## config.mk

```make
export PLATFORM = sky130hd
export DESIGN_NAME = sma_front
export DESIGN_NICKNAME = d
export VERILOG_FILES = /design/src/inc/sma_pkg.sv /design/src/inc/sma_burst_if.sv /design/src/rtl/sma_burst.sv /design/src/rtl/sma_front.sv
export VERILOG_INCLUDE_DIRS = /design/src /design/src/inc
export SDC_FILE = /design/constraint.sdc
export NUM_CORES = 1
export LEC_CHECK = 0
export BUFFER_PORTS_ARGS = -buffer_cell sky130_fd_sc_hd__buf_2
export CORE_MARGIN = 2
export CORE_UTILIZATION = 49
export CTS_CLUSTER_DIAMETER = 80
export DETAILED_ROUTE_END_ITERATION = 8
export PLACE_DENSITY = 0.77
export SLEW_MARGIN = 20
export SYNTH_ARGS = -nofsm -noshare
export SYNTH_HDL_FRONTEND = slang
export SYNTH_SLANG_ARGS = --single-unit
```

## constraint.sdc

```tcl
create_clock -name sys_clk_i -period 5.75 [get_ports sys_clk_i]
set_input_delay 0.575 -clock sys_clk_i [delete_from_list [all_inputs] [get_ports sys_clk_i]]
set_output_delay 0.575 -clock sys_clk_i [all_outputs]
set_load 0.005 [all_outputs]
```

## src/inc/sma_defines.svh

```systemverilog
// field positions, reset values and codes for the sdram mode front end
`ifndef SMA_DEFINES_SVH
`define SMA_DEFINES_SVH
`define SMA_BL_LSB        0
`define SMA_ORDER_BIT     3
`define SMA_CL_LSB        4
`define SMA_OPMODE_LSB    7
`define SMA_WSINGLE_BIT   9
`define SMA_PARTIAL_ARRAY_REFRESH_SELECT_LSB      0
`define SMA_TEMPERATURE_SCALED_REFRESH_CONTROL_LSB      3
`define SMA_DS_LSB        5
`define SMA_PREC_BIT      10
`define SMA_MODE_RESET    13'h0020
`define SMA_PARTIAL_ARRAY_REFRESH_SELECT_RESET    3'h0
`define SMA_TEMPERATURE_SCALED_REFRESH_CONTROL_RESET    2'h3
`define SMA_DS_RESET      2'h0
`define SMA_BL_1          3'h0
`define SMA_BL_2          3'h1
`define SMA_BL_4          3'h2
`define SMA_BL_8          3'h3
`define SMA_BL_PAGE       3'h7
`define SMA_CL_2          3'h2
`define SMA_CL_3          3'h3
`define SMA_BA_MODE       2'h0
`define SMA_BA_EXT        2'h2
`endif

```

## src/inc/sma_pkg.sv

```systemverilog
// types shared by the sdram mode front end
package sma_pkg;
    typedef enum logic [2:0] {
        SMA_CMD_LOAD  = 3'b000,
        SMA_CMD_REF   = 3'b001,
        SMA_CMD_PRE   = 3'b010,
        SMA_CMD_ACT   = 3'b011,
        SMA_CMD_WR    = 3'b100,
        SMA_CMD_RD    = 3'b101,
        SMA_CMD_STOP  = 3'b110,
        SMA_CMD_NOP   = 3'b111
    } sma_cmd_t;
    typedef enum logic {
        SMA_BURST_IDLE = 1'b0,
        SMA_BURST_RUN  = 1'b1
    } sma_burst_state_t;
endpackage

```

## src/inc/sma_burst_if.sv

```systemverilog
// link between command decode and the column sequencer
interface sma_burst_if #(parameter int COL_W = 9);
    logic             start;
    logic             stop;
    logic [COL_W-1:0] col_start;
    logic [2:0]       len_code;
    logic             interleave;
    logic [COL_W-1:0] col;
    logic             active;
    logic             last;
    modport ctrl (output start, stop, col_start, len_code, interleave, input col, active, last);
    modport eng  (input start, stop, col_start, len_code, interleave, output col, active, last);
endinterface

```

## src/rtl/sma_burst.sv

```systemverilog
// column sequencer: walks one burst inside its aligned block
`include "sma_defines.svh"
module sma_burst #(
    parameter int COL_W = 9
) (
    input  wire logic  sys_clk_i,
    input  wire logic  rst_b_i,
    sma_burst_if.eng   bus
);
    import sma_pkg::*;

    sma_burst_state_t state;
    logic [COL_W-1:0] base;
    logic [COL_W-1:0] cnt;
    logic [COL_W-1:0] mask;
    logic             full;

    function automatic logic [COL_W-1:0] len_mask(input logic [2:0] code);
        unique case (code)
            `SMA_BL_2:    len_mask = COL_W'(1);
            `SMA_BL_4:    len_mask = COL_W'(3);
            `SMA_BL_8:    len_mask = COL_W'(7);
            `SMA_BL_PAGE: len_mask = '1;
            default:      len_mask = '0;
        endcase
    endfunction

    // interleave on a full page is reserved; it falls back to sequential
    function automatic logic [COL_W-1:0] walk(input logic [COL_W-1:0] b, input logic [COL_W-1:0] c,
                                              input logic [COL_W-1:0] m, input logic il);
        logic [COL_W-1:0] low;
        low = il ? (b ^ c) : COL_W'(b + c);
        walk = (b & ~m) | (low & m);
    endfunction

    logic             ilv;
    logic [COL_W-1:0] next_cnt;
    assign next_cnt   = COL_W'(cnt + 1'b1);
    assign bus.active = (state == SMA_BURST_RUN);
    assign bus.last   = bus.active && !full && (cnt == mask);

    always_ff @(posedge sys_clk_i) begin
        if (!rst_b_i) begin
            state <= SMA_BURST_IDLE;
            base  <= '0;
            cnt   <= '0;
            mask  <= '0;
            full  <= 1'b0;
            ilv   <= 1'b0;
            bus.col <= '0;
        end else if (bus.start) begin
            state   <= SMA_BURST_RUN;
            base    <= bus.col_start;
            cnt     <= '0;
            mask    <= len_mask(bus.len_code);
            full    <= (bus.len_code == `SMA_BL_PAGE);
            ilv     <= bus.interleave && (bus.len_code != `SMA_BL_PAGE);
            bus.col <= bus.col_start;
        end else if (bus.active) begin
            if (bus.stop || bus.last) begin
                state <= SMA_BURST_IDLE;
            end else begin
                cnt     <= next_cnt;
                bus.col <= walk(base, next_cnt, mask, ilv);
            end
        end
    end
endmodule

```

## src/rtl/sma_front.sv

```systemverilog
// sdram mode registers, bank tracking and burst front end
`include "sma_defines.svh"
module sma_front #(
    parameter int ROW_W = 13,
    parameter int COL_W = 9,
    parameter int REF_W = 16
) (
    input  wire logic                       sys_clk_i,
    input  wire logic                       rst_b_i,
    input  wire logic                       cs_b_i,
    input  wire logic                       ras_b_i,
    input  wire logic                       cas_b_i,
    input  wire logic                       we_b_i,
    input  wire logic [1:0]                 bank_select_i,
    input  wire logic [12:0]                addr_i,
    output logic [3:0]                      bank_open_o,
    output logic [3:0][ROW_W-1:0]           open_row_o,
    output logic [3:0]                      precharge_start_o,
    output logic [COL_W-1:0]                col_addr_o,
    output logic [1:0]                      col_bank_o,
    output logic                            wr_beat_o,
    output logic                            rd_drive_o,
    output logic [COL_W-1:0]                rd_col_o,
    output logic [12:0]                     operating_mode_register_o,
    output logic [2:0]                      partial_array_refresh_select_o,
    output logic [1:0]                      temperature_scaled_refresh_control_o,
    output logic [1:0]                      output_drive_level_o,
    output logic                            mode_reserved_o,
    output logic                            refresh_pulse_o,
    output logic [REF_W-1:0]                refresh_count_o
);
    import sma_pkg::*;

    sma_burst_if #(.COL_W(COL_W)) bif ();

    sma_burst #(.COL_W(COL_W)) u_burst (
        .sys_clk_i (sys_clk_i),
        .rst_b_i   (rst_b_i),
        .bus       (bif.eng)
    );

    function automatic sma_cmd_t decode(input logic cs_b, input logic ras_b, input logic cas_b, input logic we_b);
        decode = cs_b ? SMA_CMD_NOP : sma_cmd_t'({ras_b, cas_b, we_b});
    endfunction

    sma_cmd_t    cmd;
    logic        col_cmd;
    logic        is_rd;
    logic [2:0]  bl_code;
    logic [2:0]  cl_code;
    logic        wsingle;
    logic        ap_pend;
    logic [1:0]  ap_bank;
    logic        burst_done;
    logic [1:0]  rd_pipe;
    logic [1:0][COL_W-1:0] rd_col_pipe;
    logic [6:0]  ext_reg;

    assign cmd     = decode(cs_b_i, ras_b_i, cas_b_i, we_b_i);
    assign col_cmd = (cmd == SMA_CMD_RD) || (cmd == SMA_CMD_WR);
    assign bl_code = operating_mode_register_o[`SMA_BL_LSB +: 3];
    assign cl_code = operating_mode_register_o[`SMA_CL_LSB +: 3];
    assign wsingle = operating_mode_register_o[`SMA_WSINGLE_BIT];

    // flag codes the controller must not use
    assign mode_reserved_o = (bl_code inside {3'h4, 3'h5, 3'h6})
                           || (bl_code == `SMA_BL_PAGE && operating_mode_register_o[`SMA_ORDER_BIT])
                           || !(cl_code inside {`SMA_CL_2, `SMA_CL_3})
                           || (operating_mode_register_o[`SMA_OPMODE_LSB +: 2] != 2'h0);

    // burst launch; a fresh column command restarts the sequencer at once
    assign bif.start      = col_cmd;
    assign bif.stop       = (cmd == SMA_CMD_STOP);
    assign bif.col_start  = addr_i[COL_W-1:0];
    assign bif.len_code   = ((cmd == SMA_CMD_WR) && wsingle) ? `SMA_BL_1 : bl_code;
    assign bif.interleave = operating_mode_register_o[`SMA_ORDER_BIT];

    // a burst ends at its last beat, on a stop, or when cut by a new column command
    assign burst_done = bif.last || (bif.active && (bif.stop || col_cmd));

    always_ff @(posedge sys_clk_i) begin
        if (!rst_b_i) begin
            operating_mode_register_o <= `SMA_MODE_RESET;
            ext_reg <= {`SMA_DS_RESET, `SMA_TEMPERATURE_SCALED_REFRESH_CONTROL_RESET, `SMA_PARTIAL_ARRAY_REFRESH_SELECT_RESET};
        end else if (cmd == SMA_CMD_LOAD) begin
            if (bank_select_i == `SMA_BA_MODE) begin
                operating_mode_register_o <= addr_i;
            end else if (bank_select_i == `SMA_BA_EXT) begin
                ext_reg <= addr_i[6:0];
            end
        end
    end

    assign partial_array_refresh_select_o       = ext_reg[`SMA_PARTIAL_ARRAY_REFRESH_SELECT_LSB +: 3];
    assign temperature_scaled_refresh_control_o = ext_reg[`SMA_TEMPERATURE_SCALED_REFRESH_CONTROL_LSB +: 2];
    assign output_drive_level_o                 = ext_reg[`SMA_DS_LSB +: 2];

    // each bank keeps its own open flag so one can close while another bursts
    always_ff @(posedge sys_clk_i) begin
        if (!rst_b_i) begin
            bank_open_o       <= '0;
            open_row_o        <= '0;
            precharge_start_o <= '0;
        end else begin
            for (int b = 0; b < 4; b++) begin
                precharge_start_o[b] <= 1'b0;
                if (cmd == SMA_CMD_ACT && bank_select_i == 2'(b)) begin
                    bank_open_o[b] <= 1'b1;
                    open_row_o[b]  <= addr_i[ROW_W-1:0];
                end else if (cmd == SMA_CMD_PRE && (addr_i[`SMA_PREC_BIT] || bank_select_i == 2'(b))) begin
                    bank_open_o[b]       <= 1'b0;
                    precharge_start_o[b] <= bank_open_o[b];
                end else if (ap_pend && burst_done && ap_bank == 2'(b)) begin
                    bank_open_o[b]       <= 1'b0;
                    precharge_start_o[b] <= 1'b1;
                end
            end
        end
    end

    always_ff @(posedge sys_clk_i) begin
        if (!rst_b_i) begin
            ap_pend    <= 1'b0;
            ap_bank    <= '0;
            col_bank_o <= '0;
            is_rd      <= 1'b0;
        end else if (col_cmd) begin
            ap_pend    <= addr_i[`SMA_PREC_BIT];
            ap_bank    <= bank_select_i;
            col_bank_o <= bank_select_i;
            is_rd      <= (cmd == SMA_CMD_RD);
        end else if (burst_done) begin
            ap_pend <= 1'b0;
        end
    end

    assign col_addr_o = bif.col;
    assign wr_beat_o  = bif.active && !is_rd;

    // a two-stage pipe covers both latencies; latency three taps the later stage
    always_ff @(posedge sys_clk_i) begin
        if (!rst_b_i) begin
            rd_pipe     <= '0;
            rd_col_pipe <= '0;
        end else begin
            rd_pipe     <= {rd_pipe[0], bif.active && is_rd};
            rd_col_pipe <= {rd_col_pipe[0], bif.col};
        end
    end

    assign rd_drive_o = (cl_code == `SMA_CL_3) ? rd_pipe[1] : rd_pipe[0];
    assign rd_col_o   = (cl_code == `SMA_CL_3) ? rd_col_pipe[1] : rd_col_pipe[0];

    // refreshes are only counted; the interval is the controller's duty
    always_ff @(posedge sys_clk_i) begin
        if (!rst_b_i) begin
            refresh_pulse_o <= 1'b0;
            refresh_count_o <= '0;
        end else begin
            refresh_pulse_o <= (cmd == SMA_CMD_REF);
            if (cmd == SMA_CMD_REF) begin
                refresh_count_o <= REF_W'(refresh_count_o + 1'b1);
            end
        end
    end
endmodule

```

==> results.sh <==
export IMPL_dp_hpwl_microns=11300
export IMPL_hold_class="reg -> reg"
export IMPL_holdCritStartpoint="rd_col_pipe[6]"
export IMPL_avgRoutedWirePerCell_microns=15.6
export IMPL_ctsHoldBuffers=0
export IMPL_drv_slew=0
export IMPL_syn_to_final_growth_pct=20.7
export IMPL_synth_top_flop_cell="dfxtp_1"
export IMPL_via_per_inst=5.38
export IMPL_cp_end_kind="flip-flop"
export IMPL_cts_max_level=4
export IMPL_clkLatencyLatePin_ps=420
export IMPL_port_buffers=140
export IMPL_outcome="finished, final reports clean"
export IMPL_synthCells=766
export IMPL_clk_path_buf_depth=2
export IMPL_synth_seq_cells=154
export IMPL_p_seq_frac=0.470
export IMPL_slew_headroom=0.400
export IMPL_finalHoldViolations=0
export IMPL_maxCapViolations=0
export IMPL_clock_root_buffer="clkbuf_16"
export IMPL_grt_pass1_wl_microns=26400
export IMPL_antenna_found_initial=0
export IMPL_power_switching_mw=0.518
export IMPL_async_flop_share=0
export IMPL_path_buf_inv=0
export IMPL_syn_area_per_cell_sq_um=8.42
export IMPL_hold_slack_ps=448
export IMPL_cts_made_buffers=17
export IMPL_dieArea_sq_um=14100
export IMPL_fin_area_sq_um=7790
export IMPL_p_total_mw=2.32
export IMPL_cp_cell_sequence="nand3_1 > or2_0 > nor2_1 > xor2_1 > ha_1 > a221oi_1 > or2_2 > a31oi_1 > xnor2_1 > nor2b_1 > o211ai_1"
export IMPL_worst_setup_path_type="reg -> reg"
export IMPL_synth_common_cells="nand2_1 (171), dfxtp_1 (154), a21oi_1 (87), nor2_1 (59), clkbuf_1 (35)"
export IMPL_worst_pin_slew_ps=896
export IMPL_fmax_mhz=364
export IMPL_crit_path_start_kind="flip-flop"
export IMPL_r2r_start="u_burst.cnt[2]"
export IMPL_dp_cells=1032
export IMPL_rrSetupSlack_ps=3000
export IMPL_grt_use_total=0.236
export IMPL_num_vias=5721
export IMPL_ctsResizeCount=0
export IMPL_seqCellArea_sq_um=3080
export IMPL_place_ws_ps=3040
export IMPL_syn_nets=800
export IMPL_pwr_share_clk=0.483
export IMPL_drt_total_wl_microns=16600
export IMPL_setup_tns_final_ps=0
export IMPL_drive_above_1_share=0.215
export IMPL_peakVddDrop_mv=0.217
export IMPL_period_share=0.478
export IMPL_ant_nets=0
export IMPL_postCtsSetupBuffers=0
export IMPL_power_leakage_nw=3.38
export IMPL_crit_path_top_delay_cell="dfxtp_1"
export IMPL_min_delay_worst_endpoint="rd_col_pipe[15]"
export IMPL_reg2reg_to="u_burst.bus.col[8]"
export IMPL_setup_viol=0
export IMPL_rsz0062_at_grt="no"
export IMPL_place_gp_congestion=0.894
export IMPL_diodes=0
export IMPL_finish_utilization=0.612
export IMPL_slowest_delay_ps=420
export IMPL_die_y_microns=119
export IMPL_grt_pass1_vias=5166
export IMPL_synth_top_cell_by_area="dfxtp_1"
export IMPL_fin_ws_ps=3000
export IMPL_clock_sinks=154
export IMPL_n_fill_cell=1123
export IMPL_grt_max_degree=83
export IMPL_first_pass_iters=5
export IMPL_p_int_mw=1.80
export IMPL_io_pin_count=141
export IMPL_p_sw_frac=0.223
export IMPL_skew_ps=6.31
export IMPL_yosysSeqAreaShare=0.478
export IMPL_min_period_ps=2750
export IMPL_p_per_area_nw_per_um2=298
export IMPL_r2r_cells=11
export IMPL_yosysTopAreaCellShare=0.478
export IMPL_synth_most_common_cell="nand2_1"
export IMPL_cp_max_fo=6
export IMPL_synth_cell_types=55
export IMPL_crit_family="simple AND/OR/NAND/NOR gates"
export IMPL_synthTopCellsByArea="dfxtp_1 (48%), nand2_1 (9.9%), a21oi_1 (6.7%), mux2i_1 (3.6%), nor2_1 (3.4%)"
export IMPL_arrival_ps=3050
export IMPL_regMostFlops="open_row_o"
export IMPL_drc=0
export IMPL_gr_total_overflow=0
export IMPL_clk_pin_slew_ps=60
export IMPL_finalNonFillerCells=1063
export IMPL_combPwrFrac=0.047
export IMPL_fin_nets=913
export IMPL_tritoncts="done"
export IMPL_place_area_sq_um=7190
export IMPL_holdPathStages=1
export IMPL_cp_depth=11
export IMPL_synth_area_sq_um=6450
export IMPL_synth_edf_count=0
export IMPL_largest_reg_flops=52
export IMPL_drt_iter0_drc=378
export IMPL_initial_core_util=0.507
export IMPL_dieWidth_microns=119
export IMPL_ys_warnings_count=0
export IMPL_worstPathRequired_ps=6050
export IMPL_core_area_sq_um=12700
export IMPL_row_count=41
export IMPL_multi_input_area_sq_um=3130
export IMPL_reg_top3="open_row_o: 52 flops, rd_col_pipe: 18 flops, refresh_count_o: 16 flops"
worst reg2reg max path, stage by stage (launching register included):
cell and delay [ps]:
dfxtp_1 420, nand3_1 160, or2_0 350, nor2_1 170
xor2_1 240, ha_1 300, a221oi_1 300, or2_2 160
a31oi_1 50, xnor2_1 240, nor2b_1 160, o211ai_1 100
cells in the final DEF (no fill, tap or decap), types with 9 or more instances in the layout:
cell type / count
nand2_1: 171
dfxtp_1: 154
buf_2: 140
a21oi_1: 87
nor2_1: 59
mux2i_1: 23
and2_1: 23
nand3_1: 20
xnor2_1: 17
clkbuf_16: 17
xor2_1: 16
o21ai_0: 14
ha_1: 12
mux2_2: 10
inv_1: 9
cell type report:
class / count / area share
multi-input combinational: 553 / 0.403
sequential: 154 / 0.396
timing repair buffer: 143 / 0.0929
clock buffer: 19 / 0.0569
tap: 172 / 0.0276
clock inverter: 12 / 0.0191
inverter: 10 / 0.00498
layer usage:
| layer | track usage | share of wire |
|---|---|---|
| met4 | 0.0833 | 0.019 |
| met3 | 0.0681 | 0.085 |
| met2 | 0.355 | 0.46 |
| met5 | 0 | 0 |
| met1 | 0.323 | 0.44 |
kinds of logic after synthesis:
group | count (synthesis) | share of synthesized area
multiplexers | 33 | 0.0531
adder cells (fa/ha/maj) | 14 | 0.0279
AO/OA/AOI/OAI | 143 | 0.126
flip-flops | 154 | 0.478
buffers and inverters | 59 | 0.0372
AND/OR/NAND/NOR | 330 | 0.233
XOR/XNOR | 33 | 0.0448
power groups by stage:
stage / Clock (mW) / Sequential [mW] / Combinational [mW]
after floorplan: 0 / 1.11 / 0.0634
after global placement: 0 / 1.11 / 0.105
after detailed placement: 0 / 1.11 / 0.106
after CTS: 1.14 / 1.09 / 0.107
after global routing: 1.18 / 1.09 / 0.118
final: 1.12 / 1.09 / 0.108
worst max-delay path by stage:
stage,startpoint,end,slack [ps]
global placement,u_burst.cnt[2],u_burst.bus.col[8],3100
global route,u_burst.cnt[2],u_burst.bus.col[8],2700
floorplan,u_burst.cnt[2],u_burst.bus.col[8],3290
finish,u_burst.cnt[2],u_burst.bus.col[8],3000
detailed placement,u_burst.cnt[2],u_burst.bus.col[8],3040
CTS,u_burst.cnt[2],u_burst.bus.col[8],3020
No activity file was read; power rests on OpenSTA's default activity.
